### src/serial_cfg_pkg.sv
// Constants for the serial configuration port: register map, field
// positions, reset values, frame layout and engine states.
// Assumes a 16-bit instruction word followed by whole data bytes.
package serial_cfg_pkg;

   localparam int ADDR_W = 13;

   // Register map
   localparam logic [12:0] ADDR_PORT_CFG = 13'h000;
   localparam logic [12:0] ADDR_VARIANT  = 13'h003;
   localparam logic [12:0] ADDR_READBACK = 13'h004;
   localparam logic [12:0] ADDR_UPDATE   = 13'h232;

   // Port configuration, readback and update fields (port configuration upper nibble mirrors the lower one)
   localparam int BIT_SEP_READ   = 0;
   localparam int BIT_LSB_FIRST  = 1;
   localparam int BIT_SOFT_RESET = 2;
   localparam int BIT_LONG_INSTR = 3;
   localparam int BIT_READ_ACT   = 0;
   localparam int BIT_UPDATE     = 0;

   // Reset values: long instruction set, and its mirror
   localparam logic [7:0] PORT_CFG_RST  = 8'h18;
   // Held while soft reset is pending: defaults plus the reset bit pair
   localparam logic [7:0] PORT_CFG_HELD = 8'h3C;
   localparam logic [7:0] READBACK_RST  = 8'h00;

   // Instruction layout: read flag, byte count, address
   localparam int INSTR_RW = 15;
   localparam int CNT_HI   = 14;
   localparam int CNT_LO   = 13;
   localparam logic [1:0] CNT_STREAM = 2'h3;
   localparam logic [3:0] LAST_INSTR_BIT = 4'hF;
   localparam logic [3:0] LAST_BYTE_BIT  = 4'h7;

   typedef enum logic [2:0] {
      ST_IDLE,
      ST_INSTR,
      ST_WRITE,
      ST_READ,
      ST_DONE
   } engine_state_t;

endpackage : serial_cfg_pkg

### src/pin_sync.sv
// Two-flop synchroniser with edge detection for asynchronous pins.
// Assumes pins change slowly against the clock (several clocks per level).
`timescale 1ns/1ps
`default_nettype none

module pin_sync #(
   parameter int WIDTH = 1
) (
   // Clock and reset
   input  wire logic             clock,
   input  wire logic             rst,
   // Pins and synchronised view
   input  wire logic [WIDTH-1:0] pinIn,
   output logic      [WIDTH-1:0] level,
   output logic      [WIDTH-1:0] rise,
   output logic      [WIDTH-1:0] fall
);

   logic [WIDTH-1:0] meta_ff;
   logic [WIDTH-1:0] sync_ff;
   logic [WIDTH-1:0] prev_ff;

   // Edges come from the second and third stages only
   always_ff @(posedge clock or posedge rst) begin
      if (rst) begin
         meta_ff <= '1;
         sync_ff <= '1;
         prev_ff <= '1;
      end else begin
         meta_ff <= pinIn;
         sync_ff <= meta_ff;
         prev_ff <= sync_ff;
      end
   end

   assign level = sync_ff;
   assign rise  = sync_ff & ~prev_ff;
   assign fall  = ~sync_ff & prev_ff;

endmodule : pin_sync

`default_nettype wire

### src/serial_config_port.sv
// Serial control port with its configuration registers, double-buffered.
// Assumes the host keeps each link clock level for at least three clocks
// and lowers the select at least one clock before the first link edge.
// Function
// RL1: Host writes upper nibble mirroring lower nibble.
// RL2: Instruction length bit; only 16-bit supported.
// RL3: Soft reset restores defaults until cleared.
// RL4: Bit order selects MSB/LSB first, address step.
// RL5: Pin mode selects shared or separate read pin.
// RL6: Fixed read-only variant identifier byte.
// RL7: Readback select returns buffer or active copy.
// RL8: Writes fill buffer; update copies to active.
`timescale 1ns/1ps
`default_nettype none

module serial_config_port #(
   // Arbitrary value, not a real part code
   parameter logic [7:0] VARIANT_ID = 8'hA5
) (
   // Clock and reset
   input  wire logic       clock,
   input  wire logic       rst,
   // Serial link pins
   input  wire logic       sclk,
   input  wire logic       csN,
   input  wire logic       sdioIn,
   output logic            sdioOut,
   output logic            sdioOe,
   output logic            serialReadOutPin,
   output logic            separateReadPinEnable,
   // Active configuration and buffered soft reset flag seen by the rest of the device
   output logic [7:0]      activePortCfg,
   output logic [7:0]      activeReadback,
   output logic            softResetHeld
);

   logic [2:0] pinLevel;
   logic [2:0] pinRise;
   logic [2:0] pinFall;

   pin_sync #(.WIDTH(3)) u_sync (
      .clock (clock),
      .rst   (rst),
      .pinIn ({sdioIn, csN, sclk}),
      .level (pinLevel),
      .rise  (pinRise),
      .fall  (pinFall)
   );

   logic sclkRise, sclkFall, csHigh, dataBit;
   assign sclkRise = pinRise[0];
   assign sclkFall = pinFall[0];
   assign csHigh   = pinLevel[1];
   assign dataBit  = pinLevel[2];

   serial_cfg_pkg::engine_state_t state_ff, nxt_state;
   logic [3:0]  bitCnt_ff, nxt_bitCnt;
   logic [15:0] shift_ff, nxt_shift;
   logic [7:0]  outShift_ff, nxt_outShift;
   logic [12:0] addr_ff, nxt_addr;
   logic [1:0]  count_ff, nxt_count;
   logic [1:0]  bytesDone_ff, nxt_bytesDone;
   logic        sdioOut_ff, nxt_sdioOut, sdioOe_ff, nxt_sdioOe;
   logic        sdoOut_ff, nxt_sdoOut, sdoOe_ff, nxt_sdoOe;
   logic [7:0]  cfgBuf_ff, nxt_cfgBuf, cfgAct_ff, nxt_cfgAct;
   logic [7:0]  rbBuf_ff, nxt_rbBuf, rbAct_ff, nxt_rbAct;
   logic        wrStrobe;
   logic [7:0]  wrData;
   logic [15:0] shifted;
   logic        lsbFirst, lastByte;

   function automatic logic [15:0] shiftIn(input logic [15:0] w,
                                           input logic b,
                                           input logic lsb);
      shiftIn = lsb ? {b, w[15:1]} : {w[14:0], b};
   endfunction : shiftIn

   function automatic logic [12:0] stepAddr(input logic [12:0] a,
                                            input logic lsb);
      stepAddr = lsb ? 13'(a + 13'h1) : 13'(a - 13'h1);
   endfunction : stepAddr

   // Serial read view; the update control always reads back as zero
   function automatic logic [7:0] readData(input logic [12:0] a);
      logic act;
      act = rbAct_ff[serial_cfg_pkg::BIT_READ_ACT];
      case (a)
         serial_cfg_pkg::ADDR_PORT_CFG: readData = act ? cfgAct_ff : cfgBuf_ff;
         serial_cfg_pkg::ADDR_VARIANT:  readData = VARIANT_ID; // RL6
         serial_cfg_pkg::ADDR_READBACK: readData = act ? rbAct_ff : rbBuf_ff;
         default:                       readData = 8'h00;
      endcase
   endfunction : readData

   assign lsbFirst = cfgAct_ff[serial_cfg_pkg::BIT_LSB_FIRST]; // RL4
   assign shifted  = shiftIn(shift_ff, dataBit, lsbFirst);
   assign lastByte = (count_ff != serial_cfg_pkg::CNT_STREAM)
                     && (bytesDone_ff == count_ff);
   assign wrStrobe = (state_ff == serial_cfg_pkg::ST_WRITE) && sclkRise
                     && (bitCnt_ff == serial_cfg_pkg::LAST_BYTE_BIT);
   assign wrData   = lsbFirst ? shifted[15:8] : shifted[7:0];

   // Serial engine. Only the 16-bit instruction form is decoded.
   always_comb begin
      nxt_state     = state_ff;
      nxt_bitCnt    = bitCnt_ff;
      nxt_shift     = shift_ff;
      nxt_outShift  = outShift_ff;
      nxt_addr      = addr_ff;
      nxt_count     = count_ff;
      nxt_bytesDone = bytesDone_ff;
      nxt_sdioOut   = sdioOut_ff;
      nxt_sdioOe    = sdioOe_ff;
      nxt_sdoOut    = sdoOut_ff;
      nxt_sdoOe     = sdoOe_ff;
      if (csHigh) begin
         nxt_state  = serial_cfg_pkg::ST_IDLE;
         nxt_bitCnt = 4'h0;
         nxt_sdioOe = 1'b0;
         nxt_sdoOe  = 1'b0;
      end else begin
         case (state_ff)
            serial_cfg_pkg::ST_IDLE: begin
               nxt_state  = serial_cfg_pkg::ST_INSTR;
               nxt_bitCnt = 4'h0;
            end
            serial_cfg_pkg::ST_INSTR: if (sclkRise) begin // RL2
               nxt_shift  = shifted;
               nxt_bitCnt = 4'(bitCnt_ff + 4'h1);
               if (bitCnt_ff == serial_cfg_pkg::LAST_INSTR_BIT) begin
                  nxt_bitCnt    = 4'h0;
                  nxt_addr      = shifted[12:0];
                  nxt_count     = shifted[serial_cfg_pkg::CNT_HI:
                                          serial_cfg_pkg::CNT_LO];
                  nxt_bytesDone = 2'h0;
                  nxt_outShift  = readData(shifted[12:0]); // RL7
                  nxt_state     = shifted[serial_cfg_pkg::INSTR_RW]
                                  ? serial_cfg_pkg::ST_READ
                                  : serial_cfg_pkg::ST_WRITE;
               end
            end
            serial_cfg_pkg::ST_WRITE: if (sclkRise) begin
               nxt_shift  = shifted;
               nxt_bitCnt = 4'(bitCnt_ff + 4'h1);
               if (wrStrobe) begin
                  nxt_bitCnt    = 4'h0;
                  nxt_addr      = stepAddr(addr_ff, lsbFirst); // RL4
                  nxt_bytesDone = 2'(bytesDone_ff + 2'h1);
                  if (lastByte) nxt_state = serial_cfg_pkg::ST_DONE;
               end
            end
            serial_cfg_pkg::ST_READ: if (sclkFall) begin
               // Reads drive on the falling edge so the host samples on rise
               if (cfgAct_ff[serial_cfg_pkg::BIT_SEP_READ]) begin // RL5
                  nxt_sdoOe  = 1'b1;
                  nxt_sdoOut = lsbFirst ? outShift_ff[0] : outShift_ff[7];
               end else begin
                  nxt_sdioOe  = 1'b1;
                  nxt_sdioOut = lsbFirst ? outShift_ff[0] : outShift_ff[7];
               end
               nxt_outShift = lsbFirst ? {1'b0, outShift_ff[7:1]}
                                       : {outShift_ff[6:0], 1'b0};
               nxt_bitCnt = 4'(bitCnt_ff + 4'h1);
               if (bitCnt_ff == serial_cfg_pkg::LAST_BYTE_BIT) begin
                  nxt_bitCnt    = 4'h0;
                  nxt_addr      = stepAddr(addr_ff, lsbFirst); // RL4
                  nxt_outShift  = readData(stepAddr(addr_ff, lsbFirst));
                  nxt_bytesDone = 2'(bytesDone_ff + 2'h1);
                  if (lastByte) nxt_state = serial_cfg_pkg::ST_DONE;
               end
            end
            serial_cfg_pkg::ST_DONE: begin
               // Release the data line after the last bit has been held
               if (sclkFall) begin
                  nxt_sdioOe = 1'b0;
                  nxt_sdoOe  = 1'b0;
               end
            end
            default: nxt_state = serial_cfg_pkg::ST_IDLE;
         endcase
      end
   end

   // Register file: buffer and active copies
   always_comb begin
      nxt_cfgBuf = cfgBuf_ff;
      nxt_cfgAct = cfgAct_ff;
      nxt_rbBuf  = rbBuf_ff;
      nxt_rbAct  = rbAct_ff;
      if (wrStrobe) begin
         case (addr_ff)
            serial_cfg_pkg::ADDR_PORT_CFG: nxt_cfgBuf = wrData; // RL8
            serial_cfg_pkg::ADDR_READBACK: nxt_rbBuf  = wrData; // RL8
            serial_cfg_pkg::ADDR_UPDATE: begin
               if (wrData[serial_cfg_pkg::BIT_UPDATE]) begin // RL8
                  nxt_cfgAct = cfgBuf_ff;
                  nxt_rbAct  = rbBuf_ff;
               end
            end
            default: nxt_cfgBuf = cfgBuf_ff; // RL6
         endcase
      end
      // Reset acts at once, not on update, so it can never lock the port
      if (nxt_cfgBuf[serial_cfg_pkg::BIT_SOFT_RESET]) begin // RL3
         nxt_cfgBuf = serial_cfg_pkg::PORT_CFG_HELD;
         nxt_cfgAct = serial_cfg_pkg::PORT_CFG_RST;
         nxt_rbBuf  = serial_cfg_pkg::READBACK_RST;
         nxt_rbAct  = serial_cfg_pkg::READBACK_RST;
      end
   end

   always_ff @(posedge clock or posedge rst) begin
      if (rst) begin
         state_ff     <= serial_cfg_pkg::ST_IDLE;
         bitCnt_ff    <= 4'h0;
         shift_ff     <= 16'h0000;
         outShift_ff  <= 8'h00;
         addr_ff      <= 13'h0000;
         count_ff     <= 2'h0;
         bytesDone_ff <= 2'h0;
         sdioOut_ff   <= 1'b0;
         sdioOe_ff    <= 1'b0;
         sdoOut_ff    <= 1'b0;
         sdoOe_ff     <= 1'b0;
         cfgBuf_ff    <= serial_cfg_pkg::PORT_CFG_RST; // RL2
         cfgAct_ff    <= serial_cfg_pkg::PORT_CFG_RST;
         rbBuf_ff     <= serial_cfg_pkg::READBACK_RST;
         rbAct_ff     <= serial_cfg_pkg::READBACK_RST;
      end else begin
         state_ff     <= nxt_state;
         bitCnt_ff    <= nxt_bitCnt;
         shift_ff     <= nxt_shift;
         outShift_ff  <= nxt_outShift;
         addr_ff      <= nxt_addr;
         count_ff     <= nxt_count;
         bytesDone_ff <= nxt_bytesDone;
         sdioOut_ff   <= nxt_sdioOut;
         sdioOe_ff    <= nxt_sdioOe;
         sdoOut_ff    <= nxt_sdoOut;
         sdoOe_ff     <= nxt_sdoOe;
         cfgBuf_ff    <= nxt_cfgBuf;
         cfgAct_ff    <= nxt_cfgAct;
         rbBuf_ff     <= nxt_rbBuf;
         rbAct_ff     <= nxt_rbAct;
      end
   end

   assign sdioOut               = sdioOut_ff;
   assign sdioOe                = sdioOe_ff;
   assign serialReadOutPin      = sdoOut_ff;
   assign separateReadPinEnable = sdoOe_ff;
   assign activePortCfg         = cfgAct_ff;
   assign activeReadback        = rbAct_ff;
   assign softResetHeld         = cfgBuf_ff[serial_cfg_pkg::BIT_SOFT_RESET];

   logic wrPort, wrUpd;
   assign wrPort = wrStrobe && (addr_ff == serial_cfg_pkg::ADDR_PORT_CFG);
   assign wrUpd  = wrStrobe && (addr_ff == serial_cfg_pkg::ADDR_UPDATE);

   property p_variant_ro;
      @(posedge clock) disable iff (rst)
      wrStrobe && (addr_ff == serial_cfg_pkg::ADDR_VARIANT)
      |=> $stable(cfgBuf_ff) && $stable(rbBuf_ff) && $stable(cfgAct_ff);
   endproperty
   a_variant_ro: assert property (p_variant_ro) // RL6
      else $error("variant write changed a register");

   property p_buffer_only;
      @(posedge clock) disable iff (rst)
      wrPort && !wrData[serial_cfg_pkg::BIT_SOFT_RESET]
      |=> cfgBuf_ff == $past(wrData) && cfgAct_ff == $past(cfgAct_ff);
   endproperty
   a_buffer_only: assert property (p_buffer_only) // RL8
      else $error("write did not land in buffer only");

   property p_update_copy;
      @(posedge clock) disable iff (rst)
      wrUpd && wrData[serial_cfg_pkg::BIT_UPDATE] && !softResetHeld
      |=> cfgAct_ff == $past(cfgBuf_ff) && rbAct_ff == $past(rbBuf_ff);
   endproperty
   a_update_copy: assert property (p_update_copy) // RL8
      else $error("update did not copy buffer to active");

   property p_soft_defaults;
      @(posedge clock) disable iff (rst)
      softResetHeld |=> cfgAct_ff == serial_cfg_pkg::PORT_CFG_RST
                        && rbAct_ff == serial_cfg_pkg::READBACK_RST;
   endproperty
   a_soft_defaults: assert property (p_soft_defaults) // RL3
      else $error("soft reset did not restore defaults");

   property p_soft_sticky;
      @(posedge clock) disable iff (rst)
      softResetHeld && !wrPort |=> softResetHeld;
   endproperty
   a_soft_sticky: assert property (p_soft_sticky) // RL3
      else $error("soft reset cleared itself");

   property p_sdo_mode;
      @(posedge clock) disable iff (rst)
      $rose(sdoOe_ff)
      |-> cfgAct_ff[serial_cfg_pkg::BIT_SEP_READ] && !sdioOe_ff;
   endproperty
   a_sdo_mode: assert property (p_sdo_mode) // RL5
      else $error("separate read pin driven in shared mode");

   property p_sdio_mode;
      @(posedge clock) disable iff (rst)
      $rose(sdioOe_ff) |-> !cfgAct_ff[serial_cfg_pkg::BIT_SEP_READ];
   endproperty
   a_sdio_mode: assert property (p_sdio_mode) // RL5
      else $error("data pin driven for read in separate mode");

   property p_addr_step;
      @(posedge clock) disable iff (rst)
      wrStrobe && !csHigh |=> addr_ff == ($past(lsbFirst)
         ? 13'($past(addr_ff) + 13'h1) : 13'($past(addr_ff) - 13'h1));
   endproperty
   a_addr_step: assert property (p_addr_step) // RL4
      else $error("address stepped the wrong way");

   c_read_frame: cover property (@(posedge clock) disable iff (rst)
      state_ff == serial_cfg_pkg::ST_READ ##1
      state_ff == serial_cfg_pkg::ST_DONE);
   c_update: cover property (@(posedge clock) disable iff (rst) wrUpd);
   c_soft: cover property (@(posedge clock) disable iff (rst)
      $fell(softResetHeld));
   c_lsb_write: cover property (@(posedge clock) disable iff (rst)
      wrStrobe && lsbFirst);

endmodule : serial_config_port

`default_nettype wire

### config.mk
export PLATFORM = sky130hd
export DESIGN_NAME = serial_config_port
export DESIGN_NICKNAME = d
export VERILOG_FILES = /design/src/serial_cfg_pkg.sv /design/src/pin_sync.sv /design/src/serial_config_port.sv
export SDC_FILE = /design/constraint.sdc
export NUM_CORES = 1
export LEC_CHECK = 0
export ABC_AREA = 0
export BUFFER_PORTS_ARGS = -buffer_cell sky130_fd_sc_hd__buf_2
export CORE_ASPECT_RATIO = 0.9
export CORE_MARGIN = 3
export CORE_UTILIZATION = 62
export DETAILED_ROUTE_END_ITERATION = 7
export GPL_TIMING_DRIVEN = 0
export PLACE_DENSITY = 0.79
export SYNTH_ARGS = -nofsm -noshare
export SYNTH_HDL_FRONTEND = slang
export SYNTH_SLANG_ARGS = --single-unit
### constraint.sdc
create_clock -name clock -period 5 [get_ports clock]
set_clock_uncertainty 0.05 [all_clocks]
set_input_delay 0.75 -clock clock [delete_from_list [all_inputs] [get_ports clock]]
set_output_delay 0.75 -clock clock [all_outputs]
set_load 0.05 [all_outputs]
==> impl_metrics.json <==
{
  "outcome": "finished clean",
  "synthAdderAreaFrac_pct": 3.53,
  "clock-sinks": 91,
  "synth-simple-area-share_pct": 20.0,
  "holdPathStages": 0,
  "final_nets": 657,
  "synthTopCellsByArea": "dfrtp_1 (36%), nand2_1 (5.4%), dfstp_2 (5.2%), mux2i_1 (5.1%), a21oi_1 (4.2%)",
  "ys_types": 73,
  "drt_pass1_iterations": 5,
  "wl_met3_um": 868,
  "grt_pass1_wl_um": 23700,
  "die_area_um2": 10100,
  "core_area_um2": 8610,
  "m1WireLength_um": 6410,
  "slew-limit-headroom_pct": 49.0,
  "antenna_found_initial": 0,
  "peakVddDrop_v": 0.000218,
  "clk_path_buf_depth": 2,
  "gp_congestion": 0.915,
  "synth-xor-area-share_pct": 1.43,
  "area_delta_synth_final_pct": 9.10,
  "synthCells": 598,
  "cp-end-kind": "flop",
  "synth_compound_area_share_pct": 20.4,
  "syn_avg_cell_area_um2": 9.24,
  "fin_crit_ps": 4760,
  "stdcell_area_um2": 6030,
  "placementRows": 32,
  "slew_violations": 0,
  "drive_above_1_share_pct": 14.2,
  "async_flop_share_pct": 100,
  "ant_nets": 0,
  "dieHeight_um": 95.6,
  "cts_made_buffers": 9,
  "synth_seq_area_share_pct": 41.5,
  "portBuffers": 25,
  "hp-class": "reg2reg",
  "cts_tree": "built",
  "worstPathMaxFanout": 12,
  "drt-initial-drc-count": 369,
  "ys_top_cells_by_count": "dfrtp_1 (80), nand2_1 (80), a21oi_1 (46), o21ai_0 (44), nor2_1 (39)",
  "grt-ovfl-total": 0,
  "fin_crit_sh_pct": 95.1,
  "track_usage_pct": 29.9,
  "yosysTopAreaCell": "dfrtp_1",
  "start_kind": "flop",
  "setup_violations": 0,
  "p_total_mw": 2.12,
  "powerDensity_nw_per_um2": 351,
  "rr_worst_depth": 13,
  "rsz0062_at_grt": "false",
  "ys_seq_elements": 91,
  "cts.reportedPaths.clkPinSlew_ps": 110,
  "synth_top_family_by_area": "compound AO/OA/AOI/OAI gates",
  "ctsRootBufferMaster": "clkbuf_8",
  "drv_cap": 0,
  "synth-edff-count": 0,
  "clkLatencyLatePin_ps": 380,
  "placed_cell_area_um2": 5830,
  "fmax_ghz": 0.210,
  "h-tree-depth": 3,
  "grt_max_degree": 55,
  "antenna_cells": 0,
  "drt-total-wl_um": 14500,
  "synthMuxAreaShare_pct": 10.2,
  "worst_slew_pin_slew_ps": 758,
  "syn_area_um2": 5530,
  "grt_pass1_vias": 4692,
  "routed-wl-met2_um": 6760,
  "synth_top_area_share_pct": 36.2,
  "vias_per_cell": 6.49,
  "holdBufCountCts": 0,
  "critical_path_required_ps": 5260,
  "top_layer_used": "met4",
  "initial_core_util_pct": 64.2,
  "cp.arrival_ps": 5020,
  "route.vias.total": 4937,
  "worstSetupPathType": "reg2reg",
  "dp_hpwl_um": 10400,
  "wire_per_inst_um": 19.0,
  "p_leak_nw": 2.58,
  "synth_warnings": 0,
  "dominantRegCellSynth": "dfrtp_1",
  "io-pin-count": 26,
  "postSynthNetCount": 618,
  "finalHoldViolCount": 0,
  "drc": 0,
  "die_w_um": 106
}
==> through the flow <==
stage	util (%)	TNS [ps]	hold WS (ps)	instances	setup slack, ps
2_1_floorplan	-	0	295	598	574
3_5_place_dp	67.7	-1950	297	743	-262
6_report	70.0	0	311	761	243
3_3_place_gp	67.4	-1760	296	742	-242
4_1_cts	69.9	0	312	759	211
5_1_grt	70.0	0	318	761	4.77
==> registers in the layout (all words and copies together), names as in the netlist <==
signal,flops
activePortCfg,8
shift_ff,16
addr_ff,13
serialReadOutPin,1
outShift_ff,8
count_ff,2
u_sync.meta_ff,3
rbBuf_ff,8
cfgBuf_ff,8
bytesDone_ff,2
u_sync.level,3
activeReadback,8
sdioOe,1
separateReadPinEnable,1
u_sync.prev_ff,1
sdioOut,1
state_ff,3
bitCnt_ff,4
==> cell families after synthesis <==
kind of cell	after synthesis
and+or+nand+nor	214
AOI/OAI and AO/OA	178
xor gates and xnor gates	9
adders and majority gates	15
muxes	48
buffers and inverters	43
DFF	91
==> where the power goes <==
part	total, mW	internal [mW]	switching [mW]
sequential	0.822	0.777	0.0451
combinational	0.813	0.307	0.506
clock	0.483	0.190	0.293
==> repair_timing <==
action | CTS | global route
buffers inserted | 0 | 1
endpoints found under the setup margin | 8 | 8
pin swaps | 0 | 1
resized for setup | 2 | 1
==> metal layers <==
layer  track usage [%]  vias up
met3              4.87       30
met5                 0        -
met1              41.3     2436
li1                  -     2283
met2              47.7      188
met4              11.7        0
==> cell type report <==
class | count | area [µm²]
timing repair buffer | 28 | 165
fill | 642 | 2580
clock inverter | 7 | 60.1
clock buffer | 9 | 124
tap | 119 | 149
sequential | 91 | 2290
inverter | 12 | 47.5
multi-input combinational | 464 | 3070
buffer | 31 | 123
==> worst max-delay path, stage by stage, from the launching register on <==
cell and delay (ps):
dfrtp_1 580, buf_1 350, buf_2 350, clkbuf_2 350, inv_1 310, ha_1 440
a21o_1 180, a211oi_1 240, nor2_1 90, or4_1 530, or4_4 510, nor4_4 270
buf_4 220, o221a_1 200
==> layout by cell type, fill, tap and decap left out, types with 6 or more instances in the layout <==
cell,netlist,layout
nor2b_1,10,10
nand4_1,7,7
inv_1,11,10
o21ai_1,16,16
a21oi_1,46,46
nand3b_1,8,8
mux2i_1,28,28
clkbuf_1,25,23
nor3_1,8,8
clkbuf_8,0,9
nand3_1,9,9
ha_1,14,14
buf_2,3,30
nand2_1,80,80
mux2_2,15,15
o21ai_0,44,44
a21o_1,7,7
a211oi_1,7,7
nor2_1,39,39
dfrtp_1,80,80
a31oi_1,7,7
nand2b_1,9,9
o31ai_1,12,12
dfstp_2,11,11
xor2_1,6,6
==> path summary, 6_finish.rpt <==
check	from	endpoint	slack [ps]
max reg2reg	activePortCfg[1]$_DFFE_PP0P_	outShift_ff[2]$_DFFE_PP0P_	240
min reg2reg	u_sync.meta_ff[0]$_DFF_PP1_	u_sync.level[0]$_DFF_PP1_	310
max in group asynchronous	rst	u_sync.level[2]$_DFF_PP1_	3850
min	u_sync.meta_ff[0]$_DFF_PP1_	u_sync.level[0]$_DFF_PP1_	310
min in group asynchronous	rst	activeReadback[5]$_DFFE_PP0P_	350
max	activePortCfg[1]$_DFFE_PP0P_	outShift_ff[2]$_DFFE_PP0P_	240
Note: power is estimated with default switching activity, not from simulation.
